<file path="src/hw/cmb_pkg.sv">
// Package with the constants shared by the core memory bus host files.
package cmb_pkg;

  // ----------------------------------------------------------------------
  // Timing.
  // ----------------------------------------------------------------------
  localparam int CLK_PERIOD_NS = 10;
  localparam int SETUP_NS = 75;
  // Least setup time rounds up to whole cycles.
  localparam int SETUP_CYC_I = (SETUP_NS + CLK_PERIOD_NS - 1) / CLK_PERIOD_NS;
  localparam logic [3:0] SETUP_CYC = 4'(SETUP_CYC_I);

  // ----------------------------------------------------------------------
  // Register byte offsets of the host command port.
  // ----------------------------------------------------------------------
  localparam logic [7:0] OFS_ADDR = 8'h00;
  localparam logic [7:0] OFS_WDATA = 8'h04;
  localparam logic [7:0] OFS_CTRL = 8'h08;
  localparam logic [7:0] OFS_STATUS = 8'h0C;
  localparam logic [7:0] OFS_RDATA = 8'h10;

  // ----------------------------------------------------------------------
  // Field positions and reset values.
  // ----------------------------------------------------------------------
  localparam int CTRL_GO_BIT = 8;
  localparam int STAT_BUSY_BIT = 0;
  localparam int STAT_DONE_BIT = 1;
  localparam int STAT_PAUSE_BIT = 2;
  localparam int STAT_REFUSED_BIT = 3;
  localparam logic [17:0] ADDR_RST = 18'h0_0000;
  localparam logic [15:0] WDATA_RST = 16'h0000;

  // ----------------------------------------------------------------------
  // Cycle type codes; the bus lines carry the inverse of each bit.
  // ----------------------------------------------------------------------
  localparam logic [1:0] CT_READ_RESTORE = 2'h0;
  localparam logic [1:0] CT_READ_PAUSE = 2'h1;
  localparam logic [1:0] CT_WORD_WRITE = 2'h2;
  localparam logic [1:0] CT_BYTE_WRITE = 2'h3;

  typedef enum logic [2:0] {
    CMB_IDLE,
    CMB_SETUP,
    CMB_STROBE,
    CMB_RELEASE
  } cmb_seq_e;

endpackage

</file>
<file path="src/hw/cmb_tmr_if.sv">
// Interface between the bus sequencer and its setup timer.
`timescale 1ns/1ps
interface cmb_tmr_if;
  logic start;
  logic expired;
  modport ctl (output start, input expired);
  modport tmr (input start, output expired);
endinterface

</file>
<file path="src/hw/cmb_host.sv">
// Host controller driving a core memory bank over its interlocked bus.
//
// Notes on behaviour
// - Address and cycle type stand 75 ns before the master strobe rises.
// - Strobe rises only after the previous reply strobe has been released.
// - Slave replies; host drops strobe; slave then releases its reply.
// - After a read-pause the next cycle must be a write to it.
//
// Our own choices: the placing of the registers and the AHB-Lite register port.
`timescale 1ns/1ps
module cmb_host (
  // Clock and reset.
  input wire logic core_clk,
  input wire logic resetn,
  // AHB-Lite slave port.
  input wire logic hsel,
  input wire logic [31:0] haddr,
  input wire logic [1:0] htrans,
  input wire logic hwrite,
  input wire logic [2:0] hsize,
  input wire logic [31:0] hwdata,
  input wire logic hready,
  output logic hreadyout,
  output logic [31:0] hrdata,
  output logic hresp,
  // Memory bus pins.
  output logic [17:0] bus_addr,
  output logic cyc_c0_n,
  output logic cyc_c1_n,
  output logic [15:0] data_out,
  output logic data_oe,
  input wire logic [15:0] data_in,
  output logic master_strobe,
  input wire logic slave_reply_strobe
);
  import cmb_pkg::*;

  // ----------------------------------------------------------------------
  // State.
  // ----------------------------------------------------------------------
  typedef struct packed {
    logic ph_valid;
    logic ph_write;
    logic [7:0] ph_addr;
    logic rd_wait;
    logic hready;
    logic [31:0] hrdata;
    logic [17:0] addr;
    logic [15:0] wdata;
    logic [1:0] ctype;
    logic done;
    logic refused;
    logic pause_pending;
    logic [17:0] pause_addr;
    logic [15:0] rdata;
    cmb_seq_e seq;
    logic [17:0] pin_addr;
    logic [1:0] pin_ct;
    logic [15:0] pin_data;
    logic pin_oe;
    logic pin_strobe;
  } cmb_host_s;

  cmb_host_s st_r;
  cmb_host_s st_nxt;
  cmb_tmr_if tif ();
  logic go_take;

  cmb_timer u_timer (
    .core_clk(core_clk),
    .resetn(resetn),
    .tif(tif)
  );

  // The timer is restarted in the cycle a command is accepted.
  assign tif.start = go_take;

  // ----------------------------------------------------------------------
  // Next state.
  // ----------------------------------------------------------------------
  always_comb begin
    logic wr_now;
    logic go_req;
    logic is_write;
    logic [1:0] new_ct;
    logic ok;
    logic done_set;
    logic refused_set;
    wr_now = st_r.ph_valid && st_r.ph_write && hready;
    go_req = wr_now && (st_r.ph_addr == OFS_CTRL) && hwdata[CTRL_GO_BIT];
    new_ct = hwdata[1:0];
    is_write = new_ct[1];
    ok = 1'b0;
    done_set = 1'b0;
    refused_set = 1'b0;
    st_nxt = st_r;
    st_nxt.hready = 1'b1;

    // Address phase capture; reads get one wait state so that a write
    // just before them is already visible.
    if (hready) begin
      st_nxt.ph_valid = hsel && htrans[1];
      st_nxt.ph_write = hwrite;
      st_nxt.ph_addr = haddr[7:0];
      if (hsel && htrans[1] && !hwrite) begin
        st_nxt.rd_wait = 1'b1;
        st_nxt.hready = 1'b0;
      end
    end
    if (st_r.rd_wait) begin
      st_nxt.rd_wait = 1'b0;
      st_nxt.hready = 1'b1;
      unique case (st_r.ph_addr)
        OFS_ADDR: st_nxt.hrdata = {14'h0000, st_r.addr};
        OFS_WDATA: st_nxt.hrdata = {16'h0000, st_r.wdata};
        OFS_CTRL: st_nxt.hrdata = {30'h0000_0000, st_r.ctype};
        OFS_STATUS: st_nxt.hrdata = {28'h000_0000, st_r.refused,
          st_r.pause_pending, st_r.done, (st_r.seq != CMB_IDLE)};
        OFS_RDATA: st_nxt.hrdata = {16'h0000, st_r.rdata};
        default: st_nxt.hrdata = 32'h0000_0000;
      endcase
    end

    // Register writes; the done and refused flags are write-one-to-clear.
    if (wr_now) begin
      unique case (st_r.ph_addr)
        OFS_ADDR: st_nxt.addr = hwdata[17:0];
        OFS_WDATA: st_nxt.wdata = hwdata[15:0];
        OFS_CTRL: st_nxt.ctype = new_ct;
        OFS_STATUS: begin
          if (hwdata[STAT_DONE_BIT]) begin
            st_nxt.done = 1'b0;
          end
          if (hwdata[STAT_REFUSED_BIT]) begin
            st_nxt.refused = 1'b0;
          end
        end
        default: ;
      endcase
    end

    // A paired read-pause admits only a write to the same byte address.
    if (go_req) begin
      ok = (st_r.seq == CMB_IDLE) && (!st_r.pause_pending ||
        (is_write && (st_r.addr == st_r.pause_addr)));
      refused_set = !ok;
    end

    // Bus sequencer.
    unique case (st_r.seq)
      CMB_IDLE: begin
        if (ok) begin
          // Lines go on the bus here and are then held
          st_nxt.seq = CMB_SETUP;
          st_nxt.pin_addr = st_r.addr;
          st_nxt.pin_ct = ~new_ct;
          st_nxt.pin_data = st_r.wdata;
          st_nxt.pin_oe = is_write;
        end
      end
      CMB_SETUP: begin
        // Wait out the setup time and any reply still held
        if (tif.expired && !slave_reply_strobe) begin
          st_nxt.seq = CMB_STROBE;
          st_nxt.pin_strobe = 1'b1;
        end
      end
      CMB_STROBE: begin
        if (slave_reply_strobe) begin
          // Take read data with the reply, then drop the strobe
          st_nxt.seq = CMB_RELEASE;
          st_nxt.pin_strobe = 1'b0;
          // The type line for bit 1 is high on reads.
          if (st_r.pin_ct[1]) begin
            st_nxt.rdata = data_in;
          end
        end
      end
      CMB_RELEASE: begin
        // Lines stay put until the slave lets its reply go
        if (!slave_reply_strobe) begin
          st_nxt.seq = CMB_IDLE;
          st_nxt.pin_oe = 1'b0;
          done_set = 1'b1;
          if (st_r.pin_ct == ~CT_READ_PAUSE) begin
            st_nxt.pause_pending = 1'b1;
            st_nxt.pause_addr = st_r.pin_addr;
          end else if (!st_r.pin_ct[1]) begin
            st_nxt.pause_pending = 1'b0;
          end
        end
      end
    endcase

    // Hardware sets win over a software clear in the same cycle.
    if (done_set) begin
      st_nxt.done = 1'b1;
    end
    if (refused_set) begin
      st_nxt.refused = 1'b1;
    end
  end

  assign go_take = st_r.seq == CMB_IDLE && st_nxt.seq == CMB_SETUP;

  always_ff @(posedge core_clk or negedge resetn) begin
    if (!resetn) begin
      st_r <= '0;
      st_r.hready <= 1'b1;
      st_r.addr <= ADDR_RST;
      st_r.wdata <= WDATA_RST;
      st_r.pin_ct <= 2'h3;
      st_r.seq <= CMB_IDLE;
    end else begin
      st_r <= st_nxt;
    end
  end

  // ----------------------------------------------------------------------
  // Outputs, all from flip-flops; the response is always OKAY.
  // ----------------------------------------------------------------------
  assign hreadyout = st_r.hready;
  assign hrdata = st_r.hrdata;
  assign hresp = 1'b0;
  assign bus_addr = st_r.pin_addr;
  assign cyc_c0_n = st_r.pin_ct[0];
  assign cyc_c1_n = st_r.pin_ct[1];
  assign data_out = st_r.pin_data;
  assign data_oe = st_r.pin_oe;
  assign master_strobe = st_r.pin_strobe;

  // ----------------------------------------------------------------------
  // Checks.
  // ----------------------------------------------------------------------
  // Counts cycles the address and type lines have stood still, strobe high or low.
  logic [3:0] stable_cnt_r;
  always_ff @(posedge core_clk or negedge resetn) begin
    if (!resetn) begin
      stable_cnt_r <= 4'h0;
    end else if (st_nxt.pin_addr != st_r.pin_addr ||
                 st_nxt.pin_ct != st_r.pin_ct) begin
      stable_cnt_r <= 4'h0;
    end else if (stable_cnt_r != 4'hF) begin
      stable_cnt_r <= stable_cnt_r + 4'h1;
    end
  end

  property p_setup;
    @(posedge core_clk) disable iff (!resetn)
    $rose(master_strobe) |-> stable_cnt_r >= SETUP_CYC;
  endproperty
  a_setup: assert property (p_setup)
    else $error("Strobe rose before the address setup time.");

  property p_no_overlap;
    @(posedge core_clk) disable iff (!resetn)
    $rose(master_strobe) |-> $past(!slave_reply_strobe);
  endproperty
  a_no_overlap: assert property (p_no_overlap)
    else $error("Strobe rose while a reply was still held.");

  property p_drop_on_reply;
    @(posedge core_clk) disable iff (!resetn)
    master_strobe && slave_reply_strobe |=> !master_strobe &&
      $stable(bus_addr);
  endproperty
  a_drop_on_reply: assert property (p_drop_on_reply)
    else $error("Strobe not dropped the cycle after the reply.");

  property p_pause_pair;
    @(posedge core_clk) disable iff (!resetn)
    $rose(master_strobe) && st_r.pause_pending |->
      !cyc_c1_n && bus_addr == st_r.pause_addr;
  endproperty
  a_pause_pair: assert property (p_pause_pair)
    else $error("Cycle after a read-pause is not a write to it.");

  c_read: cover property (@(posedge core_clk) disable iff (!resetn)
    master_strobe && cyc_c1_n && slave_reply_strobe);
  c_write: cover property (@(posedge core_clk) disable iff (!resetn)
    master_strobe && !cyc_c1_n && slave_reply_strobe);
  c_pause_pair: cover property (@(posedge core_clk) disable iff (!resetn)
    $rose(master_strobe) && st_r.pause_pending);
  c_refused: cover property (@(posedge core_clk) disable iff (!resetn)
    $rose(st_r.refused));

endmodule

</file>
<file path="src/hw/cmb_timer.sv">
// Down counter that times the address setup before the master strobe.
`timescale 1ns/1ps
module cmb_timer (
  // Clock and reset.
  input wire logic core_clk,
  input wire logic resetn,
  // Timer handshake.
  cmb_tmr_if.tmr tif
);
  import cmb_pkg::*;

  typedef struct packed {
    logic [3:0] cnt;
  } cmb_tmr_s;

  cmb_tmr_s st_r;
  cmb_tmr_s st_nxt;

  // Load on start, then count down to zero and hold there.
  always_comb begin
    st_nxt = st_r;
    if (tif.start) begin
      st_nxt.cnt = SETUP_CYC;
    end else if (st_r.cnt != 4'h0) begin
      st_nxt.cnt = st_r.cnt - 4'h1;
    end
  end

  always_ff @(posedge core_clk or negedge resetn) begin
    if (!resetn) begin
      st_r <= '0;
    end else begin
      st_r <= st_nxt;
    end
  end

  // Expiry reads the register only. The start comes from the sequencer's
  // next state, so feeding it back here would close a combinational loop.
  // The count is loaded at the start edge, so the sequencer never sees a
  // stale zero.
  assign tif.expired = st_r.cnt == 4'h0;

endmodule

</file>
<file path="config.mk">
export PLATFORM = sky130hd
export DESIGN_NAME = cmb_host
export DESIGN_NICKNAME = d
export VERILOG_FILES = /design/src/hw/cmb_pkg.sv /design/src/hw/cmb_tmr_if.sv /design/src/hw/cmb_host.sv /design/src/hw/cmb_timer.sv
export SDC_FILE = /design/constraint.sdc
export NUM_CORES = 1
export LEC_CHECK = 0
export BUFFER_PORTS_ARGS = -buffer_cell sky130_fd_sc_hd__buf_4
export CORE_MARGIN = 1
export CORE_UTILIZATION = 55
export CTS_CLUSTER_DIAMETER = 80
export DETAILED_ROUTE_END_ITERATION = 6
export PLACE_DENSITY_LB_ADDON = 0.15
export SLEW_MARGIN = 20
export SYNTH_ARGS = -nofsm -noshare
export SYNTH_HDL_FRONTEND = slang
export SYNTH_SLANG_ARGS = --single-unit
export TNS_END_PERCENT = 100
</file>
<file path="constraint.sdc">
create_clock -name core_clk -period 2.9 [get_ports core_clk]
set_input_delay 0.29 -clock core_clk [delete_from_list [all_inputs] [get_ports core_clk]]
set_output_delay 0.29 -clock core_clk [all_outputs]
set_load 0.1 [all_outputs]
</file>
Word-level counts from Yosys, hierarchy flattened
Cells that the tools add are included.

Bits in registers: 162. Input bits: 91.

Add/sub/neg operators: 1. Equality and inequality tests: 15. Multiplexer cells: 28. Bitwise operators: 2. Reductions and logical operators: 43.

Operator list (number): 18-bit case mux with 5 select lines (1); 40-bit 2-to-1 mux (1); 34-bit 2-to-1 mux (1); 2-bit nonzero test (11); 3-bit AND reduction (7); 18-bit equality test (1); 8-bit by 4-bit equality test with 1-bit output, second input constant (2); 1-bit 2-to-1 mux (13); 3-bit case mux with 4 select lines (1); 1-bit logical AND (10); 2-bit AND reduction (5); 3-bit 2-to-1 mux (3); 8-bit by 3-bit equality test with 1-bit output, second input constant (1); 8-bit by 5-bit equality test with 1-bit output, second input constant (1); 8-bit zero test (1); 2-bit 2-to-1 mux (4); 4-bit 2-to-1 mux (2); 3-bit by 1-bit equality test with 1-bit output, second input constant (2); 3-bit by 2-bit equality test with 1-bit output, second input constant (2); 2-bit inequality test, second input constant (3); 1-bit zero test (4); 4-bit zero test (1); 2-bit by 1-bit inequality test with 1-bit output, second input constant (2); 1-bit case mux with 2 select lines (2); 8 further kinds (8).

Depth between registers and ports, before layout
Word-level depth: 10. Gate-level depth with buffers: 8. Mapped depth without buffers: 6.

Cells and area by module
Synthesis repeated with hierarchy kept, for this count alone.

Cell total of the unflattened synthesis: 542. Area total of the unflattened synthesis: 6856.6 um2.

By module, submodules not included: cmb_host (instances 1, cells an instance 521, area each 6637.6 um2, seq. area each 3607.2 um2); cmb_timer (instances 1, cells an instance 21, area each 219.0 um2, seq. area each 100.1 um2).

Worst setup path after synthesis
No wires, ideal clock.

Kind: reg-to-reg. From: reg st_r (netlist bit cyc_c0_n). To: reg st_r[65] (netlist name). Arrival time: 1949 ps. Required time: 2775 ps. Path slack: 826 ps. Stages on the path, launching flop included: 5. Path buffers: 1. Cells stage by stage: dfstp_2 nor2_1 nand2_1 clkbuf_1 mux2_2.

Longest elaborated chain between the ends: 2.

RTL lines: from (decl) (RTL line cmb_host.sv:64) `cmb_host_s st_r;`; from (signal assigned) (RTL line cmb_host.sv:215) `st_r <= st_nxt;`; 2-bit equality test (RTL line cmb_host.sv:185) `if (st_r.pin_ct == ~CT_READ_PAUSE) begin`; 3-bit AND reduction (no line).

No other way between the ends. A chain may end at the register's enable or synchronous reset.

Worst setup path in the final report
From: reg st_r[155] (netlist name). To: reg st_r (netlist bit data_oe).

Longest elaborated chain between the ends: 6.

RTL lines: 8-bit by 4-bit equality test with 1-bit output (RTL line cmb_host.sv:90) `go_req = wr_now && (st_r.ph_addr == OFS_CTRL) && hwdata[CTRL_GO_BIT];`; 1-bit logical AND (2 in series) (RTL line cmb_host.sv:90); 1-bit 2-to-1 mux (RTL line cmb_host.sv:143) `if (go_req) begin`; 2-bit by 1-bit inequality test with 1-bit output (no line); 3-bit AND reduction (no line).

No other way between the ends.

==> metrics.csv <==
stage;metric;value;unit
outcome;outcome;completed;
floorplan;die_w;120;µm
placement;hpwl;12.5;mm
critical_path;worstRegToRegCells;7;
critical_path;cp-end-kind;flip-flop;
grt;grt_usage;26.0;%
synth;synthMuxAreaShare;14.2;%
critical_path;arrival;2630;ps
clock_network;cts_tree;yes;
floorplan;rows;42;
synth;yosysWarningCount;0;
floorplan;boundaryPins;163;
power;leakagePower;4.40;nW
flow_run;cap_violations;0;
synth;synth_xor_area_share;2.27;%
layout;area_growth_syn_to_layout;14.2;%
layout;drive_gt1_share;34.1;%
clock_network;insertion_delay;420;ps
route;num_vias;5503;
critical_path;path_cells;or4_4, nor4_4, buf_4, nand2_1, buf_4, nand3_1, o21ai_1;
placement;post-place-cells;912;
clock_network;cts_buffers;17;
route;antenna_left;0;
critical_path;worst_setup_path_start_kind;flip-flop;
sta;fin_skew;8.92;ps
critical_path;critPathRequiredTime;3200;ps
layout;final_cell_mix;dfrtp_1, buf_4, mux2_2;
placement;postPlaceCellArea;8230;µm²
layout;final_cells;945;
sta;fin_crit;2330;ps
synth;synth_compound_gate_area_share;9.67;%
grt;grt_pass1_vias;5355;
layout;postLayoutCellArea;8800;µm²
synth;avgSynthCellArea;10.8;µm²
floorplan;core;13500;µm²
layout;fill_cells;1092;
synth;ys_ff_latch;148;
critical_path;worstReg2RegStart;st_r[155];
synth;synth_flop_cell;dfrtp_1;
layout;layout_commonest_cell;dfrtp_1;
layout;insertedDiodeCount;0;
route;finalWirelength;17.8;mm
critical_path;max_stage_delay;550;ps
clock_network;clk_pin_slew;60;ps
synth;yosys.area_share.simple;15.2;%
sta;clock.fmax;429;MHz
sta;rsz0062_at_grt;false;
route;routed_via_density;5.82;
worst_hold_path;hold_depth;2;
synth;post_synth_instance_area;7710;µm²
layout;utilization;65.4;%
synth;synth.yosys.seq_area_share;48.1;%
critical_path;worst-setup-path-type;reg -> reg;
sta;hold_violations;0;
synth;async_reset_ff_share;100;%
sta;tns;0;ps
synth;synthCells;714;
route;dr.pass1.iters;6;
synth;synthAdderAreaFrac;0.325;%
sta;slew_headroom;28.6;%
clock_network;cts.repair.resized;0;
critical_path;critPathBufInv;2;
grt;antenna_found_initial;0;
synth;synth.distinct_cells;48;
power;power;5.76;mW
clock_network;cts-root-buf;clkbuf_16;
floorplan;die-area;14500;µm²
critical_path;cp_common_cell;buf_4;
placement;io_buffers;105;
power;ir_worst_vdd;0.481;mV
grt;overflow;0;
sta;final_max_slew_viol_count;0;
synth;synth_top_family_by_area;simple AND/OR/NAND/NOR gates;
synth;synth_edf_count;0;
floorplan;die_y;120;µm
critical_path;r2r_setup_slack;570;ps
layout;final_nets;849;
sta;worstMarginPinSlew;1070;ps
critical_path;critPathTopFamily;simple AND/OR/NAND/NOR gates;
worst_hold_path;hold_class;in -> reg;
critical_path;worstPathMaxFanout;27;
route;drtIter0Drc;344;
clock_network;cts_max_level;4;
critical_path;slowest_stage;or4_4;
worst_hold_path;holdPathEnd;st_r[112];
grt;grt_max_degree;71;
sta;finalSetupViolCount;0;
clock_network;cts_sinks;148;
clock_network;cts.path.max_buffers;2;
placement;gp_congestion;0.810;
power;powerDensity;654;nW/µm²
route;drc;0;
floorplan;start_util;57.3;%
sta;fin_crit_sh;80.3;%
route;wl_per_cell;18.9;µm
critical_path;regToRegEndpoint;data_oe;
grt;grt_pass1_wl;28.5;mm
worst_hold_path;hp-start;hwdata[16];
-- cell type report --
type	instances	area, µm²	area share (%)
sequential	148	3710	42.1
multi-input combinational	450	3280	37.2
clock inverter	9	77.6	0.881
tap	176	220	2.50
timing repair buffer	131	1000	11.4
clock buffer	23	488	5.54
inverter	8	30.0	0.341
-- worst reg2reg max path, delay by kind of cell, from the launching register on --
family / cells / cell delay, ps
AOI/OAI and AO/OA: 1 / 60
buffers and inverters: 2 / 490
and+or+nand+nor: 4 / 1240
DFF: 1 / 400
-- registers in the layout, summed over array words and instances, names as in the netlist --
| signal | flops |
|---|---|
| cyc_c1_n | 1 |
| st_r | 87 |
| hreadyout | 1 |
| u_timer.st_r | 4 |
| hrdata | 18 |
| data_out | 16 |
| master_strobe | 1 |
| cyc_c0_n | 1 |
| bus_addr | 18 |
| data_oe | 1 |
-- worst max path at each step --
stage,cells after the start,start,end
final,7,st_r[155],data_oe
after global routing,7,st_r[155],bus_addr[17]
after CTS,7,st_r[155],data_oe
after detailed placement,7,st_r[155],data_oe
after global placement,7,st_r[155],data_oe
after floorplan,4,cyc_c0_n,st_r[65]
-- metrics by stage --
stage | worst slack [ps] | hold WS (ps)
6_report | 571 | 92.9
3_3_place_gp | 634 | 222
5_1_grt | 441 | 88.8
2_1_floorplan | 826 | -5.59
4_1_cts | 565 | 80.7
3_5_place_dp | 591 | 227
-- where the power goes --
group / internal [mW] / switching [mW] / leakage, nW / total, mW
clock network: 1.26 / 0.836 / 0.275 / 2.10
registers: 2.19 / 0.168 / 1.99 / 2.36
logic: 0.386 / 0.913 / 2.14 / 1.30
total: 3.84 / 1.92 / 4.40 / 5.76
-- routing by layer --
| layer | share of wire, % | track usage (%) | vias up |
|---|---|---|---|
| met3 | 5.8 | 5.66 | 27 |
| li1 | - | - | 2575 |
| met4 | 1.8 | 9.26 | 0 |
| met1 | 44 | 35.3 | 2727 |
| met2 | 48 | 41.3 | 174 |
| met5 | 0 | 0 | - |
-- cell usage after synthesis, types with 2 or more instances --
master	number	area [µm²]
nand3_1	9	45.0
dfstp_2	3	78.8
and4b_1	35	350
and4_1	2	17.5
nand2b_1	2	12.5
mux2_4	7	105
nor4_1	3	18.8
o21ai_1	27	135
clkbuf_1	37	139
ha_1	2	25.0
buf_2	9	45.0
buf_4	71	533
mux2_2	84	946
nor2b_1	3	18.8
a21oi_1	20	100
nand4_1	7	43.8
a22oi_1	12	90.1
nand2_1	46	173
nand3b_1	3	22.5
dfrtp_1	145	3630
or3_1	2	12.5
a2bb2oi_1	2	17.5
nor3_1	8	40.0
buf_6	3	33.8
a32oi_1	3	26.3
o22ai_1	2	12.5
mux2i_1	2	20.0
inv_1	8	30.0
o21ai_0	18	90.1
and3_1	36	225
xnor2_1	20	175
nor3b_1	2	15.0
a31oi_1	38	238
nor2_1	29	109
-- kinds of logic (layout without fill, tap and decap cells) --
logic type               Yosys count  in the layout
AO/OA/AOI/OAI                    126            126
multiplexers                      94             94
XOR/XNOR                          20             20
buffers and inverters            130            171
flip-flops                       148            148
AND/OR/NAND/NOR                  193            193
adder cells (fa/ha/maj)            2              2
other                              1             15
-- what timing repair did --
action	in CTS	in global routing
hold endpoints to repair	38	0
buffers inserted	0	0
hold buffers	1	0
(Power assumes the default switching activity.)
